--- config.mk ---
export PLATFORM = sky130hd
export DESIGN_NAME = ddw_ctrl
export DESIGN_NICKNAME = d
export VERILOG_FILES = /design/src/hdl/ddw_pkg.sv /design/src/hdl/ddw_wave_gen.sv /design/src/hdl/ddw_ctrl.sv
export SDC_FILE = /design/constraint.sdc
export NUM_CORES = 1
export LEC_CHECK = 0
export BUFFER_PORTS_ARGS = -buffer_cell sky130_fd_sc_hd__clkbuf_2
export CAP_MARGIN = 40
export CORE_UTILIZATION = 30
export CTS_CLUSTER_SIZE = 16
export DETAILED_ROUTE_END_ITERATION = 7
export PLACE_DENSITY = 0.5
export SLEW_MARGIN = 0
export SYNTH_ARGS = -nofsm -noshare
export SYNTH_HDL_FRONTEND = slang
export SYNTH_SLANG_ARGS = --single-unit
--- constraint.sdc ---
create_clock -name i_clk -period 4.9 [get_ports i_clk]
set_clock_uncertainty 0.05 [all_clocks]
set_input_delay 0.735 -clock i_clk [delete_from_list [all_inputs] [get_ports i_clk]]
set_output_delay 0.735 -clock i_clk [all_outputs]
set_load 0.1 [all_outputs]
--- src/hdl/ddw_pkg.sv ---
// Purpose: Shared constants for the dual converter trigger/wave control
// Assumes: 32-bit Avalon-MM register slave, byte addresses
// Notes: Field positions given for channel 0; channel 1 adds CH_STRIDE
package ddw_pkg;
  // ==========================================================
  // Register offsets (byte addresses)
  localparam logic [7:0] OFF_CONTROL = 8'h00;
  localparam logic [7:0] OFF_SOFT_TRIG = 8'h04;
  localparam logic [7:0] OFF_CH0_HOLD = 8'h08;
  localparam logic [7:0] OFF_CH1_HOLD = 8'h14;
  localparam logic [7:0] OFF_CH0_OUT = 8'h2c;
  localparam logic [7:0] OFF_CH1_OUT = 8'h30;
  // ==========================================================
  // Control field positions for channel 0
  localparam int CH_STRIDE = 16;
  localparam int POS_ON = 0;
  localparam int POS_BUF_OFF = 1;
  localparam int POS_TRIG_ON = 2;
  localparam int POS_TRIG_SRC = 3;
  localparam int POS_WAVE_MODE = 6;
  localparam int POS_WAVE_WIDTH = 8;
  localparam int POS_DMA_ON = 12;
  // Writable bits of the control word
  localparam logic [31:0] CONTROL_MASK = 32'h1fff_1fff;
  // ==========================================================
  // Reset values
  localparam logic [31:0] CONTROL_RESET = 32'h0000_0000;
  localparam logic [1:0] SOFT_TRIG_RESET = 2'h0;
  localparam logic [11:0] HOLD_RESET = 12'h000;
  localparam logic [11:0] LFSR_SEED = 12'haaa;
  // ==========================================================
  // Codes
  localparam logic [2:0] SRC_LAST_TIMER = 3'h5;
  localparam logic [2:0] SRC_EXT_LINE = 3'h6;
  localparam logic [2:0] SRC_SOFT = 3'h7;
  localparam logic [1:0] WAVE_NONE = 2'h0;
  localparam logic [1:0] WAVE_LFSR = 2'h1;
  localparam logic [3:0] WIDTH_MAX_CODE = 4'hb;
  localparam logic [11:0] FULL_MASK = 12'hfff;

  // Low-bit mask of width code plus one, saturating at 12 bits
  function automatic logic [11:0] wave_mask(input logic [3:0] code);
    logic [3:0] c;
    c = (code >= WIDTH_MAX_CODE) ? WIDTH_MAX_CODE : code;
    wave_mask = FULL_MASK >> (4'hb - c);
  endfunction

  // True for a hardware trigger source code
  function automatic logic src_is_hw(input logic [2:0] src);
    src_is_hw = (src != SRC_SOFT);
  endfunction
endpackage

--- src/hdl/ddw_wave_gen.sv ---
// Purpose: Noise or triangle value for one converter channel
// Assumes: i_step is a one-cycle pulse per accepted trigger
// Notes: Output is zero while the mode selects no wave
`timescale 1ns/1ps
`default_nettype none
module ddw_wave_gen
(
  // Clock and reset
  input wire logic i_clk,
  input wire logic i_sys_rst,
  // Control
  input wire logic i_step,
  input wire logic [1:0] i_mode,
  input wire logic [3:0] i_width,
  // Result
  output logic [11:0] o_wave
);
  // ==========================================================
  // Generator state
  logic [11:0] lfsr_q;
  logic [11:0] tri_q;
  logic up_q;
  logic [11:0] mask;
  logic fb;

  assign mask = ddw_pkg::wave_mask(i_width);
  assign fb = lfsr_q[11] ^ lfsr_q[5] ^ lfsr_q[3] ^ lfsr_q[0];

  // LFSR advances on each step in noise mode
  always_ff @(posedge i_clk)
  begin
    if (i_sys_rst)
      lfsr_q <= ddw_pkg::LFSR_SEED;
    else if (i_step && i_mode == ddw_pkg::WAVE_LFSR)
      lfsr_q <= {lfsr_q[10:0], fb};
  end

  // triangle climbs from zero to amplitude and back
  always_ff @(posedge i_clk)
  begin
    if (i_sys_rst)
    begin
      tri_q <= 12'h000;
      up_q <= 1'b1;
    end
    else if (i_step && i_mode[1])
    begin
      if (tri_q >= mask)
      begin
        up_q <= 1'b0;
        tri_q <= mask - 12'h001;
      end
      else if (up_q)
        tri_q <= tri_q + 12'h001;
      else if (tri_q == 12'h000)
      begin
        up_q <= 1'b1;
        tri_q <= 12'h001;
      end
      else
        tri_q <= tri_q - 12'h001;
    end
  end

  // mode decode, upper bit selects triangle
  always_ff @(posedge i_clk)
  begin
    if (i_sys_rst)
      o_wave <= 12'h000;
    else if (i_mode[1])
      o_wave <= tri_q;
    else if (i_mode == ddw_pkg::WAVE_LFSR)
      o_wave <= lfsr_q & mask; // unmasks low bits
    else
      o_wave <= 12'h000;
  end

  // ==========================================================
  // Checks
  a_no_wave_zero: assert property (@(posedge i_clk) disable iff (i_sys_rst)
    i_mode == ddw_pkg::WAVE_NONE |=> o_wave == 12'h000)
    else $error("wave not zero with no wave mode");
  a_lfsr_masked: assert property (@(posedge i_clk) disable iff (i_sys_rst)
    i_mode == ddw_pkg::WAVE_LFSR |=> (o_wave & ~$past(mask)) == 12'h000)
    else $error("noise bits above width");
endmodule
`default_nettype wire

--- src/hdl/ddw_ctrl.sv ---
// Function
// - Wave mode 00 none, 01 noise, 1x triangle
// - Source 0-5 timers, 6 line, 7 software
// - Bit 18 trigger enable ch1, select 21:19
// - Bit 17 turns ch1 output buffer off
// - Bits 0 and 16 enable the channels
// - Bits 12 and 28 enable channel DMA
// - Width code plus one, saturating at twelve
// - Ch0 fields at 7:6, 5:3, 2, 1
// - Software trigger bits at 0x04, self-clearing
// - Ch0 data 11:0 at 0x08, words only
// - Copy holding data on trigger or automatically
// - DMA request only on hardware trigger
// - Add wave to holding data, triangle from zero
//
// Purpose: Register slave and trigger/transfer logic of a two-channel DAC
// Assumes: Trigger inputs synchronous to i_clk, rising edge is an event
// Notes: Every access takes two cycles; waitrequest idles high
//
// Added by the designer: the Avalon-MM interface to the registers.
`timescale 1ns/1ps
`default_nettype none
module ddw_ctrl
(
  // Clock and reset
  input wire logic i_clk,
  input wire logic i_sys_rst,
  // Avalon-MM slave
  input wire logic [7:0] i_avs_address,
  input wire logic i_avs_read,
  input wire logic i_avs_write,
  input wire logic [31:0] i_avs_writedata,
  input wire logic [3:0] i_avs_byteenable,
  output logic [31:0] o_avs_readdata,
  output logic o_avs_waitrequest,
  // Trigger sources
  input wire logic [5:0] i_timer_trigger_out,
  input wire logic i_external_interrupt_line,
  // Channel controls
  output logic o_ch0_on,
  output logic o_ch1_on,
  output logic o_ch0_buffer_off,
  output logic o_ch1_buffer_off,
  // Converter data
  output logic [11:0] o_ch0_output_value,
  output logic [11:0] o_ch1_output_value,
  // DMA requests
  output logic o_ch0_dma_req,
  output logic o_ch1_dma_req
);
  // ==========================================================
  // Bus handshake
  logic wait_q;
  logic req;
  logic acc_wr;
  logic acc_rd_start;
  logic full_word;

  assign req = i_avs_read || i_avs_write;
  assign acc_wr = i_avs_write && !wait_q;
  assign acc_rd_start = i_avs_read && wait_q;
  assign full_word = (i_avs_byteenable == 4'hf);

  // Waitrequest drops for one cycle per request
  always_ff @(posedge i_clk)
  begin
    if (i_sys_rst)
      wait_q <= 1'b1;
    else
      wait_q <= !(wait_q && req);
  end
  assign o_avs_waitrequest = wait_q;

  // ==========================================================
  // Registers
  logic [31:0] ctl_q;
  logic [1:0] swt_q;
  logic [11:0] hold_q [2];
  logic [11:0] out_q [2];

  // Control word with per-lane writes, reserved bits kept zero
  always_ff @(posedge i_clk)
  begin
    if (i_sys_rst)
      ctl_q <= ddw_pkg::CONTROL_RESET;
    else if (acc_wr && i_avs_address == ddw_pkg::OFF_CONTROL)
    begin
      for (int b = 0; b < 4; b++)
      begin
        if (i_avs_byteenable[b])
          ctl_q[8*b +: 8] <= i_avs_writedata[8*b +: 8]
                             & ddw_pkg::CONTROL_MASK[8*b +: 8];
      end
    end
  end

  always_ff @(posedge i_clk)
  begin
    if (i_sys_rst)
      swt_q <= ddw_pkg::SOFT_TRIG_RESET;
    else if (acc_wr && i_avs_address == ddw_pkg::OFF_SOFT_TRIG
             && i_avs_byteenable[0])
      swt_q <= i_avs_writedata[1:0];
    else
      swt_q <= 2'h0; // gone the cycle after use
  end

  always_ff @(posedge i_clk)
  begin
    if (i_sys_rst)
    begin
      hold_q[0] <= ddw_pkg::HOLD_RESET;
      hold_q[1] <= ddw_pkg::HOLD_RESET;
    end
    else if (acc_wr && full_word)
    begin
      if (i_avs_address == ddw_pkg::OFF_CH0_HOLD)
        hold_q[0] <= i_avs_writedata[11:0];
      else if (i_avs_address == ddw_pkg::OFF_CH1_HOLD)
        hold_q[1] <= i_avs_writedata[11:0];
    end
  end

  // Read data latched at the first edge, zero if unmapped
  always_ff @(posedge i_clk)
  begin
    if (i_sys_rst)
      o_avs_readdata <= 32'h0000_0000;
    else if (acc_rd_start)
    begin
      if (i_avs_address == ddw_pkg::OFF_CONTROL)
        o_avs_readdata <= ctl_q;
      else if (i_avs_address == ddw_pkg::OFF_CH0_HOLD)
        o_avs_readdata <= {20'h00000, hold_q[0]};
      else if (i_avs_address == ddw_pkg::OFF_CH1_HOLD)
        o_avs_readdata <= {20'h00000, hold_q[1]};
      else if (i_avs_address == ddw_pkg::OFF_CH0_OUT)
        o_avs_readdata <= {20'h00000, out_q[0]};
      else if (i_avs_address == ddw_pkg::OFF_CH1_OUT)
        o_avs_readdata <= {20'h00000, out_q[1]};
      else
        o_avs_readdata <= 32'h0000_0000;
    end
  end

  // ==========================================================
  // Trigger edge detection
  logic [5:0] tmr_prev_q;
  logic ext_prev_q;
  logic [5:0] tmr_rise;
  logic ext_rise;

  always_ff @(posedge i_clk)
  begin
    if (i_sys_rst)
    begin
      tmr_prev_q <= 6'h00;
      ext_prev_q <= 1'b0;
    end
    else
    begin
      tmr_prev_q <= i_timer_trigger_out;
      ext_prev_q <= i_external_interrupt_line;
    end
  end
  assign tmr_rise = i_timer_trigger_out & ~tmr_prev_q;
  assign ext_rise = i_external_interrupt_line && !ext_prev_q;

  // ==========================================================
  // Per-channel fields, events and transfer
  logic [1:0] ch_on;
  logic [1:0] buf_off;
  logic [1:0] trig_on;
  logic [1:0] dma_on;
  logic [2:0] src [2];
  logic [1:0] mode [2];
  logic [3:0] width [2];
  logic [1:0] hw_evt;
  logic [1:0] evt;
  logic [11:0] wave [2];
  logic [1:0] ch_on_q;
  logic [1:0] buf_off_q;
  logic [1:0] dma_q;

  for (genvar c = 0; c < 2; c++)
  begin : g_ch
    localparam int B = c * ddw_pkg::CH_STRIDE;
    // field placement, channel 1 copy at 16 up
    assign ch_on[c] = ctl_q[B + ddw_pkg::POS_ON];
    assign buf_off[c] = ctl_q[B + ddw_pkg::POS_BUF_OFF];
    assign trig_on[c] = ctl_q[B + ddw_pkg::POS_TRIG_ON];
    assign src[c] = ctl_q[B + ddw_pkg::POS_TRIG_SRC +: 3];
    assign mode[c] = trig_on[c] ? ctl_q[B + ddw_pkg::POS_WAVE_MODE +: 2]
                                : ddw_pkg::WAVE_NONE;
    assign width[c] = ctl_q[B + ddw_pkg::POS_WAVE_WIDTH +: 4];
    assign dma_on[c] = ctl_q[B + ddw_pkg::POS_DMA_ON];

    // source select used only with trigger on
    always_comb
    begin
      if (src[c] <= ddw_pkg::SRC_LAST_TIMER)
        hw_evt[c] = tmr_rise[src[c]];
      else if (src[c] == ddw_pkg::SRC_EXT_LINE)
        hw_evt[c] = ext_rise;
      else
        hw_evt[c] = 1'b0;
    end
    assign evt[c] = ch_on[c] && trig_on[c]
                    && (hw_evt[c] || (src[c] == ddw_pkg::SRC_SOFT
                                      && swt_q[c]));

    ddw_wave_gen u_wave
    (
      .i_clk(i_clk),
      .i_sys_rst(i_sys_rst),
      .i_step(evt[c]),
      .i_mode(mode[c]),
      .i_width(width[c]),
      .o_wave(wave[c])
    );

    // copy on event, or every cycle while the channel is on without trigger
    always_ff @(posedge i_clk)
    begin
      if (i_sys_rst)
        out_q[c] <= ddw_pkg::HOLD_RESET;
      else if (ch_on[c] && !trig_on[c])
        out_q[c] <= hold_q[c];
      else if (evt[c])
        out_q[c] <= hold_q[c] + wave[c]; // sum wraps at 12 bits
    end

    // DMA pulse on hardware events only
    always_ff @(posedge i_clk)
    begin
      if (i_sys_rst)
        dma_q[c] <= 1'b0;
      else
        dma_q[c] <= evt[c] && dma_on[c] && ddw_pkg::src_is_hw(src[c]);
    end
  end

  always_ff @(posedge i_clk)
  begin
    if (i_sys_rst)
    begin
      ch_on_q <= 2'h0;
      buf_off_q <= 2'h0;
    end
    else
    begin
      ch_on_q <= ch_on;
      buf_off_q <= buf_off;
    end
  end

  assign o_ch0_on = ch_on_q[0];
  assign o_ch1_on = ch_on_q[1];
  assign o_ch0_buffer_off = buf_off_q[0];
  assign o_ch1_buffer_off = buf_off_q[1];
  assign o_ch0_output_value = out_q[0];
  assign o_ch1_output_value = out_q[1];
  assign o_ch0_dma_req = dma_q[0];
  assign o_ch1_dma_req = dma_q[1];

  // ==========================================================
  // Checks
  a_wait_answer: assert property (@(posedge i_clk) disable iff (i_sys_rst)
    req && wait_q |=> !wait_q ##1 wait_q)
    else $error("waitrequest not low for exactly one cycle");

  a_swt_one_shot: assert property (@(posedge i_clk) disable iff (i_sys_rst)
    swt_q[1] |=> !swt_q[1])
    else $error("software trigger held more than one cycle");

  a_swt_set: assert property (@(posedge i_clk) disable iff (i_sys_rst)
    acc_wr && i_avs_address == ddw_pkg::OFF_SOFT_TRIG && full_word
    |=> swt_q == $past(i_avs_writedata[1:0]))
    else $error("software trigger write not captured");

  a_hold_word: assert property (@(posedge i_clk) disable iff (i_sys_rst)
    acc_wr && !full_word |=> $stable(hold_q[0]))
    else $error("partial write changed holding data");

  a_auto_copy: assert property (@(posedge i_clk) disable iff (i_sys_rst)
    ctl_q[0] && !ctl_q[2] |=> out_q[0] == $past(hold_q[0]))
    else $error("automatic transfer missing");

  a_trig_wait: assert property (@(posedge i_clk) disable iff (i_sys_rst)
    ctl_q[18] && !evt[1] |=> $stable(out_q[1]))
    else $error("triggered channel changed without event");

  a_dma_hw_only: assert property (@(posedge i_clk) disable iff (i_sys_rst)
    o_ch0_dma_req |-> $past(ctl_q[12] && ctl_q[2]
                            && ctl_q[5:3] != ddw_pkg::SRC_SOFT))
    else $error("dma request without hardware trigger");

  a_dma_enable: assert property (@(posedge i_clk) disable iff (i_sys_rst)
    evt[1] && !ctl_q[28] |=> !o_ch1_dma_req)
    else $error("dma request while dma disabled");

  a_buffer_off: assert property (@(posedge i_clk) disable iff (i_sys_rst)
    $rose(ctl_q[17]) |=> o_ch1_buffer_off ##1 o_ch1_buffer_off
    || !ctl_q[17])
    else $error("buffer-off not following control bit");

  a_ch_enable: assert property (@(posedge i_clk) disable iff (i_sys_rst)
    !ctl_q[16] |=> !o_ch1_on)
    else $error("channel on while enable bit clear");

  a_soft_event: assert property (@(posedge i_clk) disable iff (i_sys_rst)
    ctl_q[0] && ctl_q[2] && ctl_q[5:3] == ddw_pkg::SRC_SOFT && swt_q[0]
    |-> evt[0])
    else $error("software trigger not taken");

  a_swt_ch0_shot: assert property (
    @(posedge i_clk) disable iff (i_sys_rst)
    swt_q[0] |=> !swt_q[0])
    else $error("channel 0 software trigger held too long");

  a_ch0_enable: assert property (
    @(posedge i_clk) disable iff (i_sys_rst)
    !ctl_q[0] |=> !o_ch0_on)
    else $error("channel 0 on while enable bit clear");

  a_dma_ch1_hw: assert property (
    @(posedge i_clk) disable iff (i_sys_rst)
    o_ch1_dma_req |-> $past(ctl_q[28] && ctl_q[18]
                            && ctl_q[21:19] != ddw_pkg::SRC_SOFT))
    else $error("channel 1 dma request without hardware trigger");

  a_buf0_follow: assert property (
    @(posedge i_clk) disable iff (i_sys_rst)
    ctl_q[1] |=> o_ch0_buffer_off)
    else $error("channel 0 buffer-off not following control bit");

  a_ch1_auto_copy: assert property (
    @(posedge i_clk) disable iff (i_sys_rst)
    ctl_q[16] && !ctl_q[18] |=> out_q[1] == $past(hold_q[1]))
    else $error("channel 1 automatic transfer missing");

  a_ext_event: assert property (
    @(posedge i_clk) disable iff (i_sys_rst)
    ctl_q[16] && ctl_q[18] && ctl_q[21:19] == ddw_pkg::SRC_EXT_LINE
    && ext_rise |-> evt[1])
    else $error("external line trigger not taken");
endmodule
`default_nettype wire

# Word-level counts from Yosys, hierarchy flattened
# Memory sizes are Yosys's and may differ from the RTL's.
# Cells that the tools add are included.
word_totals:
  regBits: 148
  ram_bits: 48
  in_bits: 55
  output_inout_bits: 63
  elab_cells: 178
  mem_count: 2
mem_list:
  columns: ["memory", "words", "word_bits", "read_ports", "rd_ports_with_merged_regs", "write_ports", "line_no", "source"]
  rows:
  - ["hold_q", 2, 12, 2, 0, 2, "ddw_ctrl.sv:78", "logic [11:0] hold_q [2];"]
  - ["out_q", 2, 12, 2, 0, 2, "ddw_ctrl.sv:79", "logic [11:0] out_q [2];"]
classes:
  n_addsub: 10
  n_lt_le_gt_ge: 8
  n_eq_ne: 14
  shift: 2
  mux: 64
  n_bitwise: 17
  reduce_logical: 40
op_table:
  columns: ["cell", "n"]
  rows:
  - ["2-to-1 mux 12 bit", 20]
  - ["subtractor 12 x 1 -> 12 bit, second input constant", 4]
  - ["2-to-1 mux 1 bit", 37]
  - ["2-to-1 mux 29 bit", 1]
  - ["adder 12 x 1 -> 12 bit, second input constant", 2]
  - ["adder 12 bit", 2]
  - ["bitwise AND 12 bit", 2]
  - [">= comparator 12 bit", 2]
  - ["logical AND 1 bit", 24]
  - ["zero test 12 bit", 2]
  - [">> shifter 12 x 4 -> 12 bit, first input constant", 2]
  - ["== test 8 x 6 -> 1 bit, second input constant", 2]
  - ["== test 3 bit, second input constant", 4]
  - ["== test 8 x 3 -> 1 bit, second input constant", 1]
  - ["== test 8 x 4 -> 1 bit, second input constant", 1]
  - ["== test 8 x 5 -> 1 bit, second input constant", 1]
  - [">= comparator 4 bit, second input constant", 2]
  - ["zero test 8 bit", 1]
  - ["less-than comparator 3 x 4 -> 1 bit, second input constant", 2]
  - ["2-to-1 mux 4 bit", 2]
  - ["AND reduction 2 bit", 4]
  - ["subtractor 4 bit, first input constant", 2]
  - ["bitwise AND 6 bit", 1]
  - ["binary-select mux 1 bit (select 3 bit)", 2]
  - ["other kinds (12)", 32]

# Depth between registers and ports, before layout
# Gate-level depths: netlist (run 1).
logic_depth:
  depth_word: 12
  depth_mapped: 12
  depth_no_buf: 11

# Cells and area by module
# A second synthesis (run 1) with hierarchy kept.
hier_totals:
  cells_unflattened: 1227
  hier_area_um2: 10821.6
by_module_without_submodules:
  columns: ["module", "n_inst", "cells_each", "area_per_inst_um2", "seq_area_each_um2"]
  rows:
  - ["ddw_ctrl", 1, 568, 5806.8, 2802.7]
  - ["ddw_wave_gen at g_ch[0].u_wave", 1, 330, 2544.9, 740.7]
  - ["ddw_wave_gen at g_ch[1].u_wave", 1, 329, 2469.9, 740.7]

# Worst setup path after synthesis (run 1)
# No wires, ideal clock.
synth_timing:
  kind: "in2reg"
  startpoint: "input port i_timer_trigger_out[5]"
  endpoint: "memory out_q[1][0], enable pin"
  arrival_ns: 2.470
  t_required_ns: 4.516
  slack_ns: 2.046
  stages: 8
  path_cell_list: "nor2b_1 > mux4_2 > mux2i_1 > clkbuf_1 > nand2_1 > nand2_1 > clkbuf_1 > nand2_1"
synth_lines:
  columns: ["item", "line_no", "source"]
  rows:
  - ["start, declared", "ddw_ctrl.sv:37", "input wire logic [5:0] i_timer_trigger_out,"]
  - ["end, declared", "ddw_ctrl.sv:79", null]

# Worst setup path after layout (run 1)
layout_timing:
  startpoint: "register ctl_q[11]"
  endpoint: "register g_ch[0].u_wave.tri_q[6]"
layout_between:
  elab_chain_len: 6
  word_cells_on_any_way: 7
  cone_classes: "2 x add/sub; 2 x order compare; 1 x shift; 2 x mux"
layout_lines:
  columns: ["item", "line_no", "source"]
  rows:
  - ["start, declared", "ddw_ctrl.sv:76", "logic [31:0] ctl_q;"]
  - ["start signal, assigned", "ddw_ctrl.sv:85", "ctl_q <= ddw_pkg::CONTROL_RESET;"]
  - ["start signal, assigned by index", "ddw_ctrl.sv:91", "ctl_q[8*b +: 8] <= i_avs_writedata[8*b +: 8]"]
  - [">= comparator 4 bit", "ddw_pkg.sv:44", "c = (code >= WIDTH_MAX_CODE) ? WIDTH_MAX_CODE : code;"]
  - ["2-to-1 mux 4 bit (*)", "ddw_pkg.sv:44", null]
  - ["subtractor 4 bit (*)", "ddw_pkg.sv:45", "wave_mask = FULL_MASK >> (4'hb - c);"]
  - [">> shifter 12 x 4 -> 12 bit (*)", "ddw_pkg.sv:45", null]
  - ["subtractor 12 x 1 -> 12 bit or >= comparator 12 bit (tied branches)", "ddw_wave_gen.sv:51, ddw_wave_gen.sv:48", null]
  - ["2-to-1 mux 12 bit (*)", "ddw_wave_gen.sv:48", "if (tri_q >= mask)"]
  - ["end signal, assigned", "ddw_wave_gen.sv:51", "tri_q <= mask - 12'h001;"]
  - ["end signal, assigned", "ddw_wave_gen.sv:54", "tri_q <= tri_q + 12'h001;"]
  - ["end signal, assigned", "ddw_wave_gen.sv:61", "tri_q <= tri_q - 12'h001;"]
  - ["end, declared", "ddw_wave_gen.sv:21", "logic [11:0] tri_q;"]
# Mark *: on every way between the ends. The rest lies on a longest branch, timed or not.
# A chain may end at the register's enable or synchronous reset.

==> results of run 1 <==
[cells in the mapped netlist (7+ instances only)]
cell,count
a211oi_1,13
a21oi_1,97
a221oi_1,17
a22o_1,19
a22oi_1,19
a311oi_1,11
a32oi_1,9
and2_1,21
and3_1,7
buf_2,12
buf_4,8
clkbuf_1,60
dfxtp_1,142
edfxtp_1,48
ha_1,52
inv_1,41
mux2i_1,24
nand2_1,140
nand2b_1,11
nand3_1,60
nand3b_1,7
nand4_1,7
nor2_1,120
nor2b_1,26
nor3_1,45
nor4_1,10
o211ai_1,15
o21a_1,12
o21ai_0,55
o31ai_1,8
or2_2,10
or3_1,9
xnor2_1,20
xor2_1,14
[path summary, 6_finish.rpt]
path             start                 endpoint  depth (start not counted)
max          ctl_q[11]  g_ch[0].u_wave.tri_q[6]                          9
min          ctl_q[17]                ctl_q[17]                          2
max reg2reg  ctl_q[11]  g_ch[0].u_wave.tri_q[6]                          9
min reg2reg  ctl_q[17]                ctl_q[17]                          2
[stage by stage]
step / util / area [µm²] / hold slack, ns / power, mW / setup WS, ns
2_1_floorplan: - / 10900 / 0.394 / 1.84 / 2.05
3_3_place_gp: 0.329 / 11700 / 0.413 / 1.92 / 0.987
3_5_place_dp: 0.330 / 11700 / 0.416 / 1.92 / 1.36
4_1_cts: 0.347 / 12300 / 0.428 / 3.30 / 1.36
5_1_grt: 0.347 / 12300 / 0.452 / 3.39 / 1.27
6_report: 0.347 / 12300 / 0.428 / 3.28 / 1.34
[logic make-up (layout without fill, tap and decap cells)]
kind of cell	count (synthesis)	after routing	share of synthesized area
and+or+nand+nor	501	501	0.227
other	2	8	0.000692
AOI/OAI and AO/OA	329	329	0.204
xor gates and xnor gates	34	34	0.0274
adders and majority gates	54	54	0.0637
buffers and inverters	127	195	0.0502
muxes	30	30	0.0325
DFF	190	190	0.395
[layout by cell type, fill, tap and decap left out, types with 19 or more instances in the layout]
cell	instances
xnor2_1	20
a21oi_1	97
clkbuf_2	105
nor3_1	45
mux2i_1	24
o21ai_0	55
dfxtp_1	142
ha_1	52
and2_1	21
a22oi_1	19
inv_1	41
nand2_1	140
nor2_1	120
nor2b_1	26
a22o_1	19
edfxtp_1	48
nand3_1	60
[flip-flops by register name, summed over array words and instances (netlist names), 6 cells and up]
| register | flops |
|---|---|
| ctl_q | 26 |
| o_avs_readdata | 26 |
| g_ch.u_wave.lfsr_q | 24 |
| g_ch.u_wave.o_wave | 24 |
| g_ch.u_wave.tri_q | 24 |
| hold_q | 24 |
| out_q | 24 |
| tmr_prev_q | 6 |
[critical path, delay by kind of cell, from the launching register on]
| kind | cells | cell delay, ns |
|---|---|---|
| compound gates | 5 | 1.46 |
| fa+ha+maj | 1 | 0.33 |
| flops | 1 | 0.42 |
| simple gates | 3 | 1.14 |
[per-layer routing]
metal | up-vias | GRT usage | part of all wire
met3 | 28 | 0.0424 | 0.066
met2 | 280 | 0.262 | 0.41
met4 | 4 | 0.0409 | 0.011
met1 | 4594 | 0.281 | 0.51
li1 | 4724 | - | -
met5 | - | 0 | 0.00091
[power by group through the flow]
stage / Clock (mW) / Combinational (mW) / Sequential [mW]
2_1_floorplan: 0 / 0.110 / 1.73
3_3_place_gp: 0 / 0.246 / 1.68
3_5_place_dp: 0 / 0.247 / 1.68
4_1_cts: 1.42 / 0.247 / 1.64
5_1_grt: 1.49 / 0.263 / 1.64
6_report: 1.40 / 0.248 / 1.64
[area by class of cell]
cell class	count	area [µm²]	area share
multi-input cells	956	6070	0.493
flip-flops and latches	190	4280	0.347
repair buffers	122	654	0.0531
well taps	461	577	0.0468
clock buffers	20	468	0.0380
inverters	41	154	0.0125
clock inverters	12	120	0.00974
==> summary.md, run 1 <==
| Metric | Value |
|---|---|
| Outcome | completed |
| CTS buffer count | 17 |
| Critical Path RT | 5.16 ns |
| Flop pwr share | 0.499 |
| Syn Area/Cell | 8.56 µm² |
| Post-CTS Resized | 0 |
| Ys Warns | 0 |
| # rows | 69 |
| Hold/Removal Path Class | reg -> reg |
| Max_cap viols | 0 |
| Antenna cells | 0 |
| IR Drop Worst-Case VDD | 240 µV |
| Startpoint Class | flip-flop |
| Crit path cell chain | or2_2 > nor3_1 > ha_1 > o21ai_0 > o21ai_0 > a211oi_1 > nor2_1 > a2111oi_0 > o32ai_1 |
| Tcrit/Tclk final | 0.726 |
| CP max stage cell | a211oi_1 |
| Pre-antenna DRT Iters | 5 |
| Iter 0 DRT Violations | 765 |
| Starting Density | 0.305 |
| PwrDens | 266 mW/mm² |
| CTS tree | yes |
| Vias/cell | 5.34 |
| Lkg Pwr | 4.71 nW |
| Placed Instances | 1769 |
| Post-synth ARST share | 0 |
| Die Wd | 192 µm |
| R2R setup slack | 1.34 ns |
| Antenna viol nets, final | 0 |
| Synthesized area | 0.0108 mm² |
| Post-synth EDFFs | 48 |
| Per-cell routed wire length | 18.8 µm |
| Fillers | 3780 |
| Root Buffer | clkbuf_16 |
| Clock network fraction of design power | 0.425 |
| GPL Wtd Cong | 0.815 |
| Cells after Synth | 1267 |
| Post-synth top area cell | dfxtp_1 |
| Non-Filler Instances | 1802 |
| Hold Buf Count CTS | 0 |
| DRC Markers | 0 |
| Setup Crit Path Kind | reg -> reg |
| Cell-internal power | 2.39 mW |
| P&R area growth vs syn | 13.7% |
| Die area | 0.0369 mm² |
| Final setup fails | 0 |
| Crit path top cell by count | o21ai_0 |
| Sequential fraction of the synthesis area | 0.395 |
| Maximum clock insertion buffer count | 2 |
| Chip Height | 192 µm |
| Final Slew Violations | 0 |
| Primary FF master, synth | dfxtp_1 |
| CP max FO | 11 |
| CTS H-tree lvls | 4 |
| WP data arrival | 3.81 ns |
| Slew HR | 0.398 |
| Detailed placer's ending HPWL | 25700 µm |
| Pin count of the biggest net entering global routing | 71 |
| Worst setup EP type | flip-flop |
| Clk_lat worst skew | 0.44 ns |
| Clock transition at path regs | 0.08 ns |
| Netlist cell types | 73 |
| Vias | 9630 |
| Main area contributors after synthesis | dfxtp_1 (26%), edfxtp_1 (13%), ha_1 (6.0%), nand2_1 (4.8%), a21oi_1 (4.5%) |
| Combinational fraction of design power | 0.076 |
| Port bufs | 105 |
| Buffers inserted by post-CTS timing repair | 0 |
| Global-route wire length before repair | 52600 µm |
| GRT Residual Overflow | 0 |
| NetSw | 0.892 mW |
| Worst path max stage delay | 0.55 ns |
| Ratio of cells with drive above 1 in the final layout | 0.133 |
| Top cell type's share of synthesized area | 0.262 |
| RSZ-0062 raised after global routing | false |
| IO Count | 118 |
| Endpoints failing hold | 0 |
| Worst-Margin Slew | 0.900 ns |
| Setup_tns | 0 ns |
| Max frequency | 281 MHz |
| FF+latch count, synth | 190 |
| Fin nets | 1437 |
| Initial antenna violation count | 2 |
| Routed WL | 33900 µm |
| GRT Overall Usage | 0.186 |
| Core box area | 0.0356 mm² |
| Vias in the first global route | 8838 |
| Net Sw Frac | 0.271 |
| Clk sink count | 190 |
| Min Tclk post-route | 3.56 ns |
(Power assumes the default switching activity.)
==> run 2, diff against run 1 <==
--- a/config.mk
+++ b/config.mk
@@ -10,7 +10,7 @@
 export CORE_UTILIZATION = 30
 export CTS_CLUSTER_SIZE = 16
 export DETAILED_ROUTE_END_ITERATION = 7
-export PLACE_DENSITY = 0.5
+export PLACE_DENSITY = 0.52
 export SLEW_MARGIN = 0
 export SYNTH_ARGS = -nofsm -noshare
 export SYNTH_HDL_FRONTEND = slang
==> constraint.sdc (replaced) <==
create_clock -name i_clk -period 3.1 [get_ports i_clk]
set_clock_uncertainty 0.05 [all_clocks]
set_input_delay 0.465 -clock i_clk [delete_from_list [all_inputs] [get_ports i_clk]]
set_output_delay 0.465 -clock i_clk [all_outputs]
set_load 0.1 [all_outputs]
==> run 2 against run 1 <==
Net effect: routed wire length is 0.11% higher; die area stayed put; maximum frequency is 22% higher; global-route usage is 0.071 points higher; setup slack worse by 1.2 ns; critical path depth is 2 lower; non-clock buffer count is 54 higher; clock power is 59% higher; critical path type unchanged.
==> summary.md, run 2 (synthesis results as in run 1) <==
| Metric | Value |
|---|---|
| Final setup fails | 0 |
| Biggest regs | ctl_q (26), o_avs_readdata (26) |
| Initial antenna violation count | 1 |
| Maximum clock insertion buffer count | 2 |
| Combinational fraction of design power | 0.077 |
| Die area | 0.0369 mm² |
| Clk_lat worst skew | 0.44 ns |
| GRT Overall Usage | 0.186 |
| Critical Path RT | 3.37 ns |
| Iter 0 DRT Violations | 770 |
| Delay-heaviest family, CP | compound AO/OA/AOI/OAI gates |
| Antenna cells | 0 |
| Ratio of cells with drive above 1 in the final layout | 0.168 |
| PwrDens | 408 mW/mm² |
| Pre-antenna DRT Iters | 5 |
| RSZ-0062 raised after global routing | false |
| Max frequency | 344 MHz |
| WP data arrival | 3.18 ns |
| CP max stage cell | a2111oi_0 |
| Global-route wire length before repair | 52800 µm |
| Setup_tns | 0 ns |
| Cell-internal power | 3.78 mW |
| Antenna viol nets, final | 0 |
| Outcome | completed |
| Setup WS pre-CTS | 0.164 ns |
| Setup Crit Path Kind | reg -> reg |
| GRT Residual Overflow | 0 |
| Endpoints failing hold | 0 |
| Buffer and inverter count on the worst path | 1 |
| Fin nets | 1491 |
| Max_cap viols | 0 |
| CTS tree | yes |
| Slew HR | 0.457 |
| Crit path cell chain | ha_1 > a2111oi_0 > a211o_1 > a21oi_1 > xnor2_1 > o311ai_0 > buf_4 |
| Clock transition at path regs | 0.07 ns |
| Startpoint Class | flip-flop |
| Routed WL | 34000 µm |
| Hold/Removal Path Class | in -> reg |
| Worst setup slack after layout | 0.191 ns |
| Clock network fraction of design power | 0.426 |
| Tcrit/Tclk final | 0.938 |
| Pin count of the biggest net entering global routing | 69 |
| Worst-Margin Slew | 0.811 ns |
| Top Usage Layer GRT | met1 |
| Fillers | 3744 |
| NetSw | 1.43 mW |
| Worst setup EP type | flip-flop |
| Core box area | 0.0356 mm² |
| IR Drop Worst-Case VDD | 411 µV |
| Multi-input logic area | 0.00607 mm² |
| Vias/cell | 5.26 |
| CP max FO | 5 |
| Port bufs | 105 |
| Most frequent cells in the layout | dfxtp_1 (142), nand2_1 (140), nor2_1 (120) |
| Hold Buf Count CTS | 0 |
| DRC Markers | 0 |
| Per-cell routed wire length | 18.3 µm |
| GPL Wtd Cong | 0.871 |
| P&R area growth vs syn | 17.6% |
| CTS H-tree lvls | 4 |
| Met3 usage | 0.0278 |
| # rows | 69 |
| Lkg Pwr | 4.99 nW |
| Flop pwr share | 0.497 |
| Worst path max stage delay | 0.63 ns |
| Starting Density | 0.305 |
| Met1 global-route usage | 0.288 |
| Net Sw Frac | 0.275 |
| Chip Height | 192 µm |
| Min Tclk post-route | 2.91 ns |
| GR Layer Usage met2 | 0.262 |
| Commonest non-fill, non-tap cell in the layout | dfxtp_1 |
| IO Count | 118 |
| Root Buffer | clkbuf_16 |
| Clk sink count | 190 |
| Die Wd | 192 µm |
| Sequential cell area | 0.00428 mm² |
| Detailed placer's ending HPWL | 26200 µm |
| Final Slew Violations | 0 |
| CTS buffer count | 17 |
| Vias in the first global route | 9089 |
| Vias | 9758 |
-- run 2: cell count changes in the layout (fill, tap and decap cells not counted), sizes merged --
| cell | previous run | this run |
|---|---|---|
| clkbuf | 125 | 122 |
| clkinvlp | 2 | 1 |
| buf | 17 | 72 |
| clkinv | 3 | 6 |
-- run 2: cell type report --
type | count | share of cell area
Multi-Input combinational cell | 956 | 0.476
Sequential cell | 190 | 0.336
Timing Repair Buffer | 176 | 0.0842
Tap cell | 461 | 0.0452
Clock buffer | 18 | 0.0353
Inverter | 41 | 0.0121
Clock inverter | 14 | 0.0112
-- run 2: through the flow --
| stage | power, mW | util | cells | area [µm²] | hold WS (ns) |
|---|---|---|---|---|---|
| 5_1_grt | 5.38 | 0.359 | 1856 | 12800 | 0.190 |
| 3_5_place_dp | 3.05 | 0.342 | 1824 | 12200 | 0.419 |
| 4_1_cts | 5.25 | 0.358 | 1856 | 12700 | 0.182 |
| 2_1_floorplan | 2.91 | - | 1273 | 10900 | 0.394 |
| 3_3_place_gp | 3.05 | 0.342 | 1824 | 12200 | 0.412 |
| 6_report | 5.21 | 0.359 | 1856 | 12800 | 0.204 |
-- run 2: per-layer routing --
layer  part of all wire  vias up
li1                   -     4842
met1               0.51     4558
met2               0.40      326
met3              0.068       32
met4              0.019        0
met5                  0        -
-- run 2: worst reg2reg max path, cell delays in order (launching register included) --
cell       delay [ns]
edfxtp_1         0.45
ha_1             0.37
a2111oi_0        0.63
a211o_1          0.26
a21oi_1          0.12
xnor2_1          0.15
o311ai_0         0.55
buf_4            0.21
-- run 2: worst paths after layout --
kind,start,to,slack [ns],cells past startpoint
max reg2reg,hold_q[0][6],out_q[0][11],0.19,7
min,i_avs_read,o_avs_waitrequest,0.20,2
min reg2reg,ctl_q[28],ctl_q[28],0.43,2
max,hold_q[0][6],out_q[0][11],0.19,7
-- run 2: repair_timing --
action | in CTS | in global routing
setup endpoints to repair | 0 | 5
setup buffers | 0 | 0
resized for setup | 0 | 3
-- run 2: power groups by stage --
stage	Combinational (mW)	Sequential [mW]	Clock [mW]
after floorplan	0.174	2.74	0
after global placement	0.396	2.65	0
after detailed placement	0.396	2.65	0
after CTS	0.398	2.59	2.26
after global routing	0.425	2.59	2.36
final	0.400	2.59	2.22
==> run 3, diff against run 2 <==
--- a/config.mk
+++ b/config.mk
@@ -5,6 +5,7 @@
 export SDC_FILE = /design/constraint.sdc
 export NUM_CORES = 1
 export LEC_CHECK = 0
+export ABC_AREA = 1
 export BUFFER_PORTS_ARGS = -buffer_cell sky130_fd_sc_hd__clkbuf_2
 export CAP_MARGIN = 40
 export CORE_UTILIZATION = 30
==> run 3 against run 2 <==
Net effect: flip-flop and latch count did not move; via count up 5.8%; utilization is 1.0 points lower; clock power is 5% higher; setup slack better by 0.28 ns; critical path depth is 10 higher; highest routed layer is now met5; global-route usage shrank 0.11 points; combinational power is 26% higher; sequential power about the same; power grew 4.3%; register-to-register slack improved by 0.28 ns; hold slack got worse by 0.036 ns.
==> summary.md, run 3 <==
| Metric | Value |
|---|---|
| Min Tclk post-route | 2.63 ns |
| Setup Crit Path Kind | reg -> reg |
| Global-route wire length before repair | 54600 µm |
| Setup WS pre-CTS | 0.498 ns |
| Iter 0 DRT Violations | 777 |
| Endpoints failing hold | 0 |
| Worst setup EP type | flip-flop |
| Final setup fails | 0 |
| Final Slew Violations | 0 |
| Cell-internal power | 3.96 mW |
| Critical Path RT | 3.34 ns |
| IO Count | 118 |
| Clock transition at path regs | 0.08 ns |
| Root Buffer | clkbuf_16 |
| Setup_tns | 0 ns |
| Post-synth top area cell | dfxtp_1 |
| Non-Filler Instances | 2128 |
| Main area contributors after synthesis | dfxtp_1 (26%), edfxtp_1 (13%), nand2_1 (11%), a21oi_1 (7.2%), nand3_1 (6.7%) |
| PnR Total Power | 5.43 mW |
| Vias | 10300 |
| Slew HR | 0.456 |
| Starting Density | 0.304 |
| CTS H-tree lvls | 4 |
| CTS tree | yes |
| DRC Markers | 0 |
| Synth top cells by count | nand2_1 (319), inv_1 (184), a21oi_1 (159), nor2_1 (159), nand3_1 (148) |
| Outcome | completed |
| Maximum clock insertion buffer count | 2 |
| Chip Height | 194 µm |
| Synthesized area | 0.0111 mm² |
| Biggest regs | ctl_q (26), o_avs_readdata (26) |
| Top cell type's share of synthesized area | 0.256 |
| FF+latch count, synth | 190 |
| Vias/cell | 4.85 |
| Commonest non-fill, non-tap cell in the layout | nand2_1 |
| GRT Overall Usage | 0.185 |
| Core box area | 0.0365 mm² |
| Clk_lat worst skew | 0.44 ns |
| Die area | 0.0378 mm² |
| Primary FF master, synth | dfxtp_1 |
| Combinational fraction of design power | 0.093 |
| Initial antenna violation count | 4 |
| Ys Warns | 0 |
| Lkg Pwr | 5.68 nW |
| Antenna viol nets, final | 0 |
| Tcrit/Tclk final | 0.847 |
| Syn Area/Cell | 7.14 µm² |
| Worst setup slack after layout | 0.473 ns |
| Net Sw Frac | 0.270 |
| Fin util | 0.348 |
| Pin count of the biggest net entering global routing | 67 |
| Max_cap viols | 0 |
| Startpoint Class | flip-flop |
| Worst-Margin Slew | 0.809 ns |
| Buffers inserted by post-CTS timing repair | 0 |
| Top-count cell post-synth | nand2_1 |
| Worst Hold Margin | 0.168 ns |
| Netlist cell types | 48 |
| Placed Area | 0.0121 mm² |
| WP data arrival | 2.87 ns |
| Most frequent cells in the layout | nand2_1 (319), inv_1 (184), a21oi_1 (159), nor2_1 (159), nand3_1 (148) |
| Clk sink count | 190 |
| Sequential fraction of the synthesis area | 0.386 |
| Per-cell routed wire length | 16.3 µm |
| Fillers | 3889 |
| Post-CTS Resized | 0 |
| RSZ-0062 raised after global routing | false |
| GPL Wtd Cong | 0.894 |
| # rows | 70 |
| Vias in the first global route | 9683 |
| Pre-antenna DRT Iters | 5 |
| Clock network fraction of design power | 0.427 |
| NetSw | 1.47 mW |
| Cells after Synth | 1554 |
| IR Drop Worst-Case VDD | 363 µV |
| Placed Instances | 2095 |
| Final Instance Area | 0.0127 mm² |
| Post-synth ARST share | 0 |
| CP max FO | 10 |
| Routed WL | 34600 µm |
| CTS buffer count | 17 |
| Detailed placer's ending HPWL | 27000 µm |
| Port bufs | 105 |
| Die Wd | 194 µm |
| R2R setup slack | 0.47 ns |
| Hold/Removal Path Class | in -> reg |
| GRT Residual Overflow | 0 |
| P&R area growth vs syn | 14.6% |
| PwrDens | 427 mW/mm² |
| Post-synth EDFFs | 48 |
| Hold Buf Count CTS | 0 |
| Ratio of cells with drive above 1 in the final layout | 0.124 |
| Fin nets | 1755 |
| Flop pwr share | 0.481 |
| Max frequency | 381 MHz |
==> run 3: changes by cell type in the layout (fill, tap and decap cells not counted), moves of 19 or more <==
cell,before,now
nand2_1,140,319
inv_1,41,184
nand3_1,60,148
a21oi_1,97,159
o21ai_0,54,103
buf_4,71,31
nor2_1,120,159
nor3_1,44,13
nor2b_1,26,0
mux2i_1,24,0
and2_1,21,0
a22o_1,19,0
==> run 3: worst paths after layout <==
kind / start / end / cells after the start
hold reg to reg: ctl_q[17] / buf_off_q[1] / 2
hold / removal: i_timer_trigger_out[5] / tmr_prev_q[5] / 3
setup / recovery: ctl_q[10] / g_ch[0].u_wave.tri_q[11] / 17
setup reg to reg: ctl_q[10] / g_ch[0].u_wave.tri_q[11] / 17
==> run 3: critical path: stages (launching register included) <==
cell and delay, ns:
dfxtp_1 0.34, nor2_1 0.37, inv_1 0.10, nor2_1 0.14
inv_1 0.07, nor2_1 0.24, ha_1 0.31, nand2_1 0.07
nand2_1 0.05, nand2_1 0.05, nand2_1 0.04, nand2_1 0.07
nand3_1 0.07, nor2_1 0.09, buf_4 0.18, nand3_1 0.09
nand3_1 0.08, a21oi_1 0.07
==> run 3: cells by family after synthesis <==
logic type	Yosys count	synth area share
AND/OR/NAND/NOR	690	0.269
AO/OA/AOI/OAI	314	0.151
buffers and inverters	263	0.0981
flip-flops	190	0.386
adder cells (fa/ha/maj)	54	0.0622
XOR/XNOR	41	0.0324
other	2	0.000677
==> run 3: power groups by stage <==
| stage | logic [mW] | registers (mW) | clock network, mW |
|---|---|---|---|
| floorplan | 0.194 | 2.83 | 0 |
| global placement | 0.500 | 2.67 | 0 |
| detailed placement | 0.503 | 2.67 | 0 |
| CTS | 0.505 | 2.61 | 2.36 |
| global route | 0.537 | 2.61 | 2.47 |
| finish | 0.503 | 2.61 | 2.32 |
==> run 3: per-layer routing <==
metal | vias to the layer above | share of wire | track usage
met1 | 4747 | 0.47 | 0.246
met3 | 41 | 0.045 | 0.0300
met5 | - | 0.00061 | 0
met4 | 4 | 0.021 | 0.0538
met2 | 241 | 0.46 | 0.308
li1 | 5288 | - | -
==> run 3: final cells by class <==
cell class | instances | area (µm²) | area share
sequential | 190 | 4280 | 0.337
antenna | 1 | 2.50 | 0.000197
timing repair buffer | 135 | 753 | 0.0592
clock inverter | 14 | 184 | 0.0145
multi-input combinational | 1107 | 5750 | 0.452
clock buffer | 18 | 429 | 0.0337
tap | 468 | 586 | 0.0460
inverter | 195 | 732 | 0.0575
